### config.mk
export PLATFORM = sky130hd
export DESIGN_NAME = scpg_strap_config
export DESIGN_NICKNAME = d
export VERILOG_FILES = /design/src/core/scpg_pkg.sv /design/src/core/scpg_mgmt_if.sv /design/src/core/scpg_strap_config.sv /design/src/core/scpg_mdio_slave.sv
export SDC_FILE = /design/constraint.sdc
export NUM_CORES = 1
export LEC_CHECK = 0
export ABC_AREA = 0
export BUFFER_PORTS_ARGS = -buffer_cell sky130_fd_sc_hd__buf_2
export CAP_MARGIN = 25
export CORE_ASPECT_RATIO = 0.5
export CORE_UTILIZATION = 50
export DETAILED_ROUTE_END_ITERATION = 10
export PLACE_DENSITY = 0.74
export SYNTH_ARGS = -nofsm -noshare
export SYNTH_HDL_FRONTEND = slang
export SYNTH_SLANG_ARGS = --single-unit
### constraint.sdc
create_clock -name clk_sys -period 5.3 [get_ports clk_sys]
set_clock_uncertainty 0.1 [all_clocks]
set_input_delay 1.06 -clock clk_sys [delete_from_list [all_inputs] [get_ports clk_sys]]
set_output_delay 1.06 -clock clk_sys [all_outputs]
set_load 0.1 [all_outputs]
### src/core/scpg_pkg.sv
// constants and types shared by the strap loader and its management port
package scpg_pkg;
   // strap pins and their decoded value
   localparam int STRAP_PINS = 4;
   localparam int STRAP_W    = 4;
   localparam int LEVEL_W    = 3;
   localparam int CFG_W      = STRAP_PINS * STRAP_W;
   localparam int ADDR_BIT   = 3;                  // bit 3 of each pin: address
   localparam int HI_BIT     = 2;                  // bit 2 of each pin
   // management register addresses, standard page
   localparam logic [4:0] REG_ADV     = 5'h04;
   localparam logic [4:0] REG_GIG     = 5'h09;
   localparam logic [4:0] REG_CLK_OUT = 5'h12;
   localparam logic [4:0] REG_LPS     = 5'h17;
   localparam logic [4:0] REG_PAGE    = 5'h1f;
   // management register addresses, extended page
   localparam logic [4:0] EXT_CAL     = 5'h13;
   localparam logic [4:0] EXT_DOWN    = 5'h14;
   localparam logic [4:0] EXT_SKEW    = 5'h1c;
   localparam logic [4:0] EXT_PAYLOAD = 5'h1e;
   // field positions
   localparam int ADV_ASYM_BIT = 11;
   localparam int ADV_SYM_BIT  = 10;
   localparam int ADV_ABIL_LSB = 5;
   localparam int GIG_ABIL_LSB = 8;
   localparam int CLK_OUT_BIT  = 0;
   localparam int LPS_BIT      = 5;
   localparam int CAL_LSB      = 14;
   localparam int DOWN_BIT     = 4;
   localparam int SKEW_TX_LSB  = 14;
   localparam int SKEW_RX_LSB  = 12;
   localparam int PAGE_BIT     = 0;
   // reset values
   localparam logic [15:0] PAYLOAD_RST = 16'h0000;
   // advertised abilities: 100 full, 100 half, 10 full, 10 half
   localparam logic [3:0] ABIL_ALL  = 4'hf;
   localparam logic [3:0] ABIL_NONE = 4'h0;
   // gigabit abilities: full, half
   localparam logic [1:0] GIG_BOTH  = 2'h3;
   localparam logic [1:0] GIG_FULL  = 2'h2;
   localparam logic [1:0] GIG_NONE  = 2'h0;
   // management frame
   localparam logic [5:0] PRE_LEN = 6'h20;
   localparam logic [5:0] HDR_LEN = 6'h0e;
   localparam logic [5:0] DATA_W  = 6'h10;
   localparam logic [1:0] FR_ST   = 2'h1;
   localparam logic [1:0] OP_RD   = 2'h2;
   localparam logic [1:0] OP_WR   = 2'h1;
   typedef enum logic [1:0] {MD_PRE, MD_HDR, MD_TURN, MD_DATA} scpg_mdio_st_t;
endpackage

### src/core/scpg_mgmt_if.sv
// register access path between the serial management engine and the registers
`timescale 1ns/10ps
`default_nettype none
interface scpg_mgmt_if;
   logic [4:0]  reg_addr;
   logic        wr_stb;
   logic [15:0] wr_data;
   logic [15:0] rd_data;
   logic [4:0]  station_address;
   modport slave (output reg_addr, output wr_stb, output wr_data,
                  input rd_data, input station_address);
   modport regs  (input reg_addr, input wr_stb, input wr_data,
                  output rd_data, output station_address);
endinterface
`default_nettype wire

### src/core/scpg_strap_config.sv
// strap decoder, strap-loaded configuration registers and payload pattern
`timescale 1ns/10ps
`default_nettype none
module scpg_strap_config (
   input  wire logic                                       clk_sys,
   input  wire logic                                       rst_b,
   input  wire logic [scpg_pkg::STRAP_PINS-1:0]            strap_rail,
   input  wire logic [scpg_pkg::STRAP_PINS*scpg_pkg::LEVEL_W-1:0] strap_level,
   input  wire logic                                       mdc,
   input  wire logic                                       mdio_i,
   output var  logic                                       mdio_o,
   output var  logic                                       mdio_oe_b,
   input  wire logic                                       generator_run,
   output var  logic                                       strap_done,
   output var  logic [4:0]                                 station_address,
   output var  logic [3:0]                                 adv_abil,
   output var  logic [1:0]                                 adv_gig,
   output var  logic                                       adv_asym_pause,
   output var  logic                                       adv_sym_pause,
   output var  logic                                       clock_output_en,
   output var  logic                                       link_power_saving_en,
   output var  logic                                       downshift_en,
   output var  logic [1:0]                                 mac_cal,
   output var  logic [1:0]                                 rx_skew,
   output var  logic [1:0]                                 tx_skew,
   output var  logic [15:0]                                payload,
   output var  logic [15:0]                                payload_pattern
);
   import scpg_pkg::*;

   // pin value from rail and resistor ladder step
   function automatic logic [STRAP_W-1:0] strap_value(input logic rail,
                                                      input logic [LEVEL_W-1:0] level);
      return {rail, level};
   endfunction

   // advertised abilities per speed and duplex code: {gigabit, 10/100}
   function automatic logic [5:0] adv_of(input logic [1:0] code);
      case (code)
         2'h0:    return {GIG_BOTH, ABIL_ALL};
         2'h1:    return {GIG_FULL, ABIL_ALL};
         2'h2:    return {GIG_FULL, ABIL_NONE};
         default: return {GIG_NONE, ABIL_ALL};
      endcase
   endfunction

   // place a field into a 16-bit register word
   function automatic logic [15:0] fld(input logic [15:0] v, input int pos);
      return 16'(v << pos);
   endfunction

   logic [STRAP_PINS-1:0]         rail_s1, rail_s2;
   logic [STRAP_PINS*LEVEL_W-1:0] lvl_s1, lvl_s2;
   logic [CFG_W-1:0]              cfg;
   logic                          ext_page;
   logic                          run_q;
   scpg_mgmt_if                   mg ();

   // strap pins are outside the clock domain: two flops before decoding
   always_ff @(posedge clk_sys) begin
      rail_s1 <= strap_rail;
      rail_s2 <= rail_s1;
      lvl_s1  <= strap_level;
      lvl_s2  <= lvl_s1;
   end

   // per-pin decode
   for (genvar g = 0; g < STRAP_PINS; g++) begin : g_pin
      assign cfg[g*STRAP_W +: STRAP_W] = strap_value(rail_s2[g],
                                                     lvl_s2[g*LEVEL_W +: LEVEL_W]);
   end

   // strap fields
   wire [4:0] strap_addr = {cfg[3*STRAP_W+HI_BIT], cfg[3*STRAP_W+ADDR_BIT],
                            cfg[2*STRAP_W+ADDR_BIT], cfg[STRAP_W+ADDR_BIT], cfg[ADDR_BIT]};
   wire [1:0] strap_cal  = cfg[3*STRAP_W +: 2];
   wire       strap_lps  = cfg[2*STRAP_W+HI_BIT];
   wire [1:0] strap_skew = cfg[2*STRAP_W +: 2];
   wire       strap_down = cfg[STRAP_W+HI_BIT];
   wire [5:0] strap_adv  = adv_of(cfg[STRAP_W +: 2]);
   wire       strap_clko = cfg[HI_BIT];
   wire       strap_asym = cfg[1];
   wire       strap_sym  = cfg[0];
   wire       strap_load = ~strap_done;

   // write decode
   wire [4:0]  wa      = mg.reg_addr;
   wire [15:0] wd      = mg.wr_data;
   wire        wr_std  = mg.wr_stb & ~ext_page;
   wire        wr_ext  = mg.wr_stb & ext_page;
   wire        wr_page = mg.wr_stb & (wa == REG_PAGE);
   wire        wr_adv  = wr_std & (wa == REG_ADV);
   wire        wr_gig  = wr_std & (wa == REG_GIG);
   wire        wr_clko = wr_std & (wa == REG_CLK_OUT);
   wire        wr_lps  = wr_std & (wa == REG_LPS);
   wire        wr_cal  = wr_ext & (wa == EXT_CAL);
   wire        wr_down = wr_ext & (wa == EXT_DOWN);
   wire        wr_skew = wr_ext & (wa == EXT_SKEW);
   wire        wr_pay  = wr_ext & (wa == EXT_PAYLOAD);

   // read selection; unlisted bits read zero
   wire        rd_std  = ~ext_page;
   wire [15:0] w_adv   = fld(16'(adv_asym_pause), ADV_ASYM_BIT) | fld(16'(adv_sym_pause),
                         ADV_SYM_BIT) | fld(16'(adv_abil), ADV_ABIL_LSB);
   wire [15:0] w_skew  = fld(16'(tx_skew), SKEW_TX_LSB) | fld(16'(rx_skew), SKEW_RX_LSB);
   assign mg.rd_data =
        ({16{wa == REG_PAGE}}              & fld(16'(ext_page), PAGE_BIT))
      | ({16{rd_std && wa == REG_ADV}}     & w_adv)
      | ({16{rd_std && wa == REG_GIG}}     & fld(16'(adv_gig), GIG_ABIL_LSB))
      | ({16{rd_std && wa == REG_CLK_OUT}} & fld(16'(clock_output_en), CLK_OUT_BIT))
      | ({16{rd_std && wa == REG_LPS}}     & fld(16'(link_power_saving_en), LPS_BIT))
      | ({16{ext_page && wa == EXT_CAL}}   & fld(16'(mac_cal), CAL_LSB))
      | ({16{ext_page && wa == EXT_DOWN}}  & fld(16'(downshift_en), DOWN_BIT))
      | ({16{ext_page && wa == EXT_SKEW}}  & w_skew)
      | ({16{ext_page && wa == EXT_PAYLOAD}} & payload);
   assign mg.station_address = station_address;

   // management frame engine
   scpg_mdio_slave u_mdio (
      .clk_sys   (clk_sys),
      .rst_b     (rst_b),
      .mdc       (mdc),
      .mdio_i    (mdio_i),
      .mdio_o    (mdio_o),
      .mdio_oe_b (mdio_oe_b),
      .mg        (mg)
   );

   // strap capture on the first cycle after reset release; address only from straps
   always_ff @(posedge clk_sys) begin
      if (!rst_b) begin
         strap_done      <= 1'b0;
         station_address <= 5'h00;
      end else if (strap_load) begin
         strap_done      <= 1'b1;
         station_address <= strap_addr;
      end
   end

   // page select
   always_ff @(posedge clk_sys) begin
      if (!rst_b) ext_page <= 1'b0;
      else if (wr_page) ext_page <= wd[PAGE_BIT];
   end

   // advertisement defaults from straps, then management overrides
   always_ff @(posedge clk_sys) begin
      if (!rst_b) begin
         {adv_gig, adv_abil}             <= 6'h00;
         {adv_asym_pause, adv_sym_pause} <= 2'h0;
      end else if (strap_load) begin
         {adv_gig, adv_abil}             <= strap_adv;
         {adv_asym_pause, adv_sym_pause} <= {strap_asym, strap_sym};
      end else begin
         if (wr_adv) begin
            adv_abil       <= wd[ADV_ABIL_LSB +: 4];
            adv_asym_pause <= wd[ADV_ASYM_BIT];
            adv_sym_pause  <= wd[ADV_SYM_BIT];
         end
         if (wr_gig) adv_gig <= wd[GIG_ABIL_LSB +: 2];
      end
   end

   // single-bit enables
   always_ff @(posedge clk_sys) begin
      if (!rst_b) begin
         {clock_output_en, link_power_saving_en, downshift_en} <= 3'h0;
      end else if (strap_load) begin
         clock_output_en      <= strap_clko;
         link_power_saving_en <= strap_lps;
         downshift_en         <= strap_down;
      end else begin
         if (wr_clko) clock_output_en      <= wd[CLK_OUT_BIT];
         if (wr_lps)  link_power_saving_en <= wd[LPS_BIT];
         if (wr_down) downshift_en         <= wd[DOWN_BIT];
      end
   end

   // calibration and clock skew
   always_ff @(posedge clk_sys) begin
      if (!rst_b) begin
         {mac_cal, rx_skew, tx_skew} <= 6'h00;
      end else if (strap_load) begin
         mac_cal <= strap_cal;
         rx_skew <= strap_skew;
         tx_skew <= strap_skew;
      end else begin
         if (wr_cal) mac_cal <= wd[CAL_LSB +: 2];
         if (wr_skew) begin
            tx_skew <= wd[SKEW_TX_LSB +: 2];
            rx_skew <= wd[SKEW_RX_LSB +: 2];
         end
      end
   end

   // payload register and the copy the generator uses, taken at each start
   always_ff @(posedge clk_sys) begin
      if (!rst_b) begin
         payload         <= PAYLOAD_RST;
         payload_pattern <= PAYLOAD_RST;
         run_q           <= 1'b0;
      end else begin
         run_q <= generator_run;
         if (wr_pay) payload <= wd;
         if (generator_run && !run_q) payload_pattern <= payload;
      end
   end
endmodule
`default_nettype wire

### src/core/scpg_mdio_slave.sv
// serial management frame engine: preamble, header, turnaround, data
`timescale 1ns/10ps
`default_nettype none
module scpg_mdio_slave (
   input  wire logic     clk_sys,
   input  wire logic     rst_b,
   input  wire logic     mdc,
   input  wire logic     mdio_i,
   output var  logic     mdio_o,
   output var  logic     mdio_oe_b,
   scpg_mgmt_if.slave    mg
);
   import scpg_pkg::*;

   logic          mdc_s1, mdc_s2, mdc_s3, dio_s1, dio_s2;
   scpg_mdio_st_t state;
   logic [5:0]    cnt;
   logic [13:0]   hdr;
   logic [15:0]   sh;
   logic          is_rd;
   logic [4:0]    reg_addr;
   logic          wr_stb;

   // two-flop synchronisers, third stage only for the clock edge
   always_ff @(posedge clk_sys) begin
      mdc_s1 <= mdc;
      mdc_s2 <= mdc_s1;
      mdc_s3 <= mdc_s2;
      dio_s1 <= mdio_i;
      dio_s2 <= dio_s1;
   end

   // header decode on the bit being shifted in
   wire        rise     = mdc_s2 & ~mdc_s3;
   wire [13:0] next_hdr = {hdr[12:0], dio_s2};
   wire [1:0]  hdr_op   = next_hdr[11:10];
   wire        frame_ok = (next_hdr[13:12] == FR_ST) && (hdr_op == OP_RD || hdr_op == OP_WR)
                          && (next_hdr[9:5] == mg.station_address);
   assign mg.reg_addr = reg_addr;
   assign mg.wr_stb   = wr_stb;
   assign mg.wr_data  = sh;

   // frame sequencer, one step per rising management clock edge
   always_ff @(posedge clk_sys) begin
      if (!rst_b) begin
         state     <= MD_PRE;
         cnt       <= 6'h00;
         hdr       <= 14'h0000;
         sh        <= 16'h0000;
         is_rd     <= 1'b0;
         reg_addr  <= 5'h00;
         wr_stb    <= 1'b0;
         mdio_o    <= 1'b0;
         mdio_oe_b <= 1'b1;
      end else begin
         wr_stb <= 1'b0;
         if (rise) begin
            case (state)
               MD_PRE: begin
                  if (dio_s2) begin
                     cnt <= (cnt == PRE_LEN) ? cnt : cnt + 6'h01;
                  end else if (cnt == PRE_LEN) begin
                     state <= MD_HDR;
                     hdr   <= next_hdr;
                     cnt   <= 6'h01;
                  end else begin
                     cnt <= 6'h00;
                  end
               end
               MD_HDR: begin
                  hdr <= next_hdr;
                  cnt <= cnt + 6'h01;
                  if (cnt == HDR_LEN - 6'h01) begin
                     cnt      <= 6'h00;
                     state    <= frame_ok ? MD_TURN : MD_PRE;
                     reg_addr <= next_hdr[4:0];
                     is_rd    <= (hdr_op == OP_RD);
                  end
               end
               MD_TURN: begin
                  cnt <= cnt + 6'h01;
                  if (is_rd) begin
                     mdio_oe_b <= 1'b0;       // drive the second turnaround bit low
                     mdio_o    <= 1'b0;
                     sh        <= mg.rd_data;
                     state     <= MD_DATA;
                     cnt       <= 6'h00;
                  end else if (cnt == 6'h01) begin
                     state <= MD_DATA;
                     cnt   <= 6'h00;
                  end
               end
               MD_DATA: begin
                  cnt <= cnt + 6'h01;
                  if (is_rd) begin
                     if (cnt == DATA_W) begin
                        mdio_oe_b <= 1'b1;
                        state     <= MD_PRE;
                        cnt       <= 6'h00;
                     end else begin
                        mdio_o <= sh[15];
                        sh     <= {sh[14:0], 1'b0};
                     end
                  end else begin
                     sh <= {sh[14:0], dio_s2};
                     if (cnt == DATA_W - 6'h01) begin
                        wr_stb <= 1'b1;
                        state  <= MD_PRE;
                        cnt    <= 6'h00;
                     end
                  end
               end
               default: state <= MD_PRE;
            endcase
         end
      end
   end
endmodule
`default_nettype wire

==> impl_metrics.toml <==
[setup_path]
reg2reg_to = "payload[1]$_SDFFE_PN0P_"
cp-endpoint = "strap_done"
end_kind = "output pin"
arrival_ns = 1.63
critPathMaxFanout = 35
slowest_stage = "buf_2"
critPathLaunchType = "flop"
cp.required_ns = 4.14
timing.reg2reg.setup_slack_ns = 2.91
setup.worst_path.start = "strap_done$_DFF_P_"
crit_chain = "buf_4 > buf_2"
rr_worst_depth = 5
worstSetupPathType = "flop to output pin"
reg2reg_from = "u_mdio.mg.reg_addr[4]$_SDFFE_PN0P_"
slowest_delay_ns = 0.51

[timing]
rsz0062_at_grt = "false"
fin_ws_ns = 2.51
period_share = 0.527
worst_pin_slew_ns = 0.839
fin_crit_ns = 2.79
setup_viol = 0
holdWs_ns = 0.224
slew_viol_final = 0
fmax_mhz = 358
tns_ns = 0
hold_violations = 0
worst_slew_margin_rel = 0.440

[global_route]
grt_max_degree = 38
first_global_vias = 3964
antenna_found_initial = 0
overflow = 0
grt_pass1_wl_mm = 20.0
grt_usage = 0.230

[logic_synthesis]
synth_nets = 588
syn_area_per_cell_um2 = 9.58
postSynthCellCount = 563
syn-cell-area_mm2 = 0.00540
yosys_warnings = 0
async_reset_ff_frac = 0
ys_ff_latch = 140
ys.flop_type = "dfxtp_1"
synth_edf_count = 0
yosysSeqAreaShare = 0.519
synth_cell_types = 64

[placement]
dpl_cell_area_mm2 = 0.00581
placed_cells = 748
gp_congestion = 0.860
pre_cts_slack_ns = 2.56
dpl.hpwl_mm = 8.12
io_buffers = 77

[clock_tree]
cts_buffer_depth = 2
cts.repair.resized = 0
insertion_delay_ns = 0.41
clock-sinks = 140
cts_buffers = 17
path_clk_slew_ns = 0.06
cts.root.buffer_cell = "clkbuf_16"
hold_buffers = 0
cts_setup_buffers = 0
cts_tree = "built"
h-tree-depth = 4

[die]
ios = 78
rows = 26
core_mm2 = 0.0103
initial_utilization = 0.522
die-area_mm2 = 0.0112
die_x_um = 149
die_y_um = 75.5

[pwr]
peakVddDrop_v = 0.000258
p_total_mw = 2.56
power_density_mw_per_mm2 = 397
leakage_nw = 2.70

[route]
totalWireLength_mm = 12.6
drc_errors = 0
viasPerCell = 5.54
wl_per_cell_um = 16.2
vias = 4324
drtIter0Drc = 221
drtAntennaViolNets = 0
drt_pass1_iterations = 8

[run]
drv_cap = 0

[cells_and_area]
drive_above_1_share = 0.194
area_growth_pct = 19.8
nNetsFinal = 653
design_area_mm2 = 0.00646
stdcell_count = 780
diodes = 0
fin_util = 0.625
final.fill_count = 896

[worst_hold_path]
min_path_type = "flop to flop"

[run_status]
outcome = "finished, final reports clean"
[Yosys cell counts (all sizes together), types with 6 or more instances]
library cell | instances | share of area
a211oi | 8 | 0.011
a21oi | 38 | 0.035
a221o | 8 | 0.015
a22o | 6 | 0.0097
a311oi | 6 | 0.0097
buf | 12 | 0.015
clkbuf | 22 | 0.015
dfxtp | 140 | 0.52
inv | 6 | 0.0042
mux2i | 49 | 0.091
nand2 | 65 | 0.047
nand2b | 8 | 0.0093
nand3 | 14 | 0.013
nor2 | 70 | 0.052
nor3 | 8 | 0.0074
nor3b | 7 | 0.014
o21ai | 24 | 0.022
o2bb2ai | 10 | 0.016
[area by class of cell]
cell class / count / area (µm²) / share of cell area
multi-input combinational: 382 / 2400 / 0.372
timing repair buffer: 80 / 408 / 0.0631
tap: 140 / 175 / 0.0271
clock inverter: 10 / 189 / 0.0292
clock buffer: 21 / 460 / 0.0712
sequential: 140 / 2800 / 0.434
inverter: 7 / 26.3 / 0.00406
[worst min path at each step]
stage	slack (ns)	start	cells past startpoint	to
after floorplan	0.21	lvl_s1[0]$_DFF_P_	0	lvl_s2[0]$_DFF_P_
after global placement	0.21	rail_s1[3]$_DFF_P_	0	rail_s2[3]$_DFF_P_
after detailed placement	0.21	rail_s1[0]$_DFF_P_	0	rail_s2[0]$_DFF_P_
after CTS	0.23	lvl_s1[1]$_DFF_P_	0	lvl_s2[1]$_DFF_P_
after global routing	0.23	lvl_s1[3]$_DFF_P_	0	lvl_s2[3]$_DFF_P_
final	0.22	lvl_s1[1]$_DFF_P_	0	lvl_s2[1]$_DFF_P_
[critical path: cells and delay by family, from the launching register on]
kind	cells	cell delay (ns)
buf+inv	2	0.89
flops	1	0.30
[cell usage in the layout, fill, tap and decap left out, types with 6 or more instances in the layout]
cell	instances
a21oi_1	38
o2bb2ai_1	10
a221o_1	8
nor2_1	68
a311oi_1	6
a22o_1	6
nand2_1	64
nand2b_1	8
clkbuf_16	17
buf_2	77
nor3_1	8
nand3_1	14
mux2i_1	49
a211oi_1	8
dfxtp_1	140
o21ai_0	23
[metal layers]
metal / vias to the layer above / wire length [µm] / track usage
met5: - / 0 / 0
met4: 0 / 147 / 0.0726
met3: 13 / 714 / 0.0599
met2: 123 / 5850 / 0.379
met1: 2054 / 5900 / 0.300
li1: 2134 / - / -
[kinds of logic (layout without fill, tap and decap cells)]
| kind of cell | after synthesis | after routing | share of synthesized area |
|---|---|---|---|
| and+or+nand+nor | 205 | 205 | 0.186 |
| DFF | 140 | 140 | 0.519 |
| AOI/OAI and AO/OA | 118 | 118 | 0.149 |
| muxes | 50 | 50 | 0.0930 |
| buffers and inverters | 41 | 118 | 0.0350 |
| xor gates and xnor gates | 5 | 5 | 0.00812 |
| adders and majority gates | 4 | 4 | 0.00928 |
[power breakdown]
group / internal [mW] / leakage, nW / switching (mW) / total (mW)
Sequential: 1.08 / 1.15 / 0.0157 / 1.10
Combinational: 0.0316 / 1.24 / 0.132 / 0.164
Clock: 0.859 / 0.313 / 0.445 / 1.30
[flip-flops by register name, indices dropped and copies added, names as in the netlist, 2 cells and up, named ones only]
register / cells
u_mdio.hdr: 13
tx_skew: 2
adv_gig: 2
rail_s1: 4
lvl_s2: 12
payload: 16
adv_abil: 4
u_mdio.cnt: 6
rail_s2: 4
u_mdio.mg.reg_addr: 5
rx_skew: 2
mac_cal: 2
payload_pattern: 16
station_address: 5
u_mdio.mg.wr_data: 16
lvl_s1: 12
No activity file was read; power rests on OpenSTA's default activity.
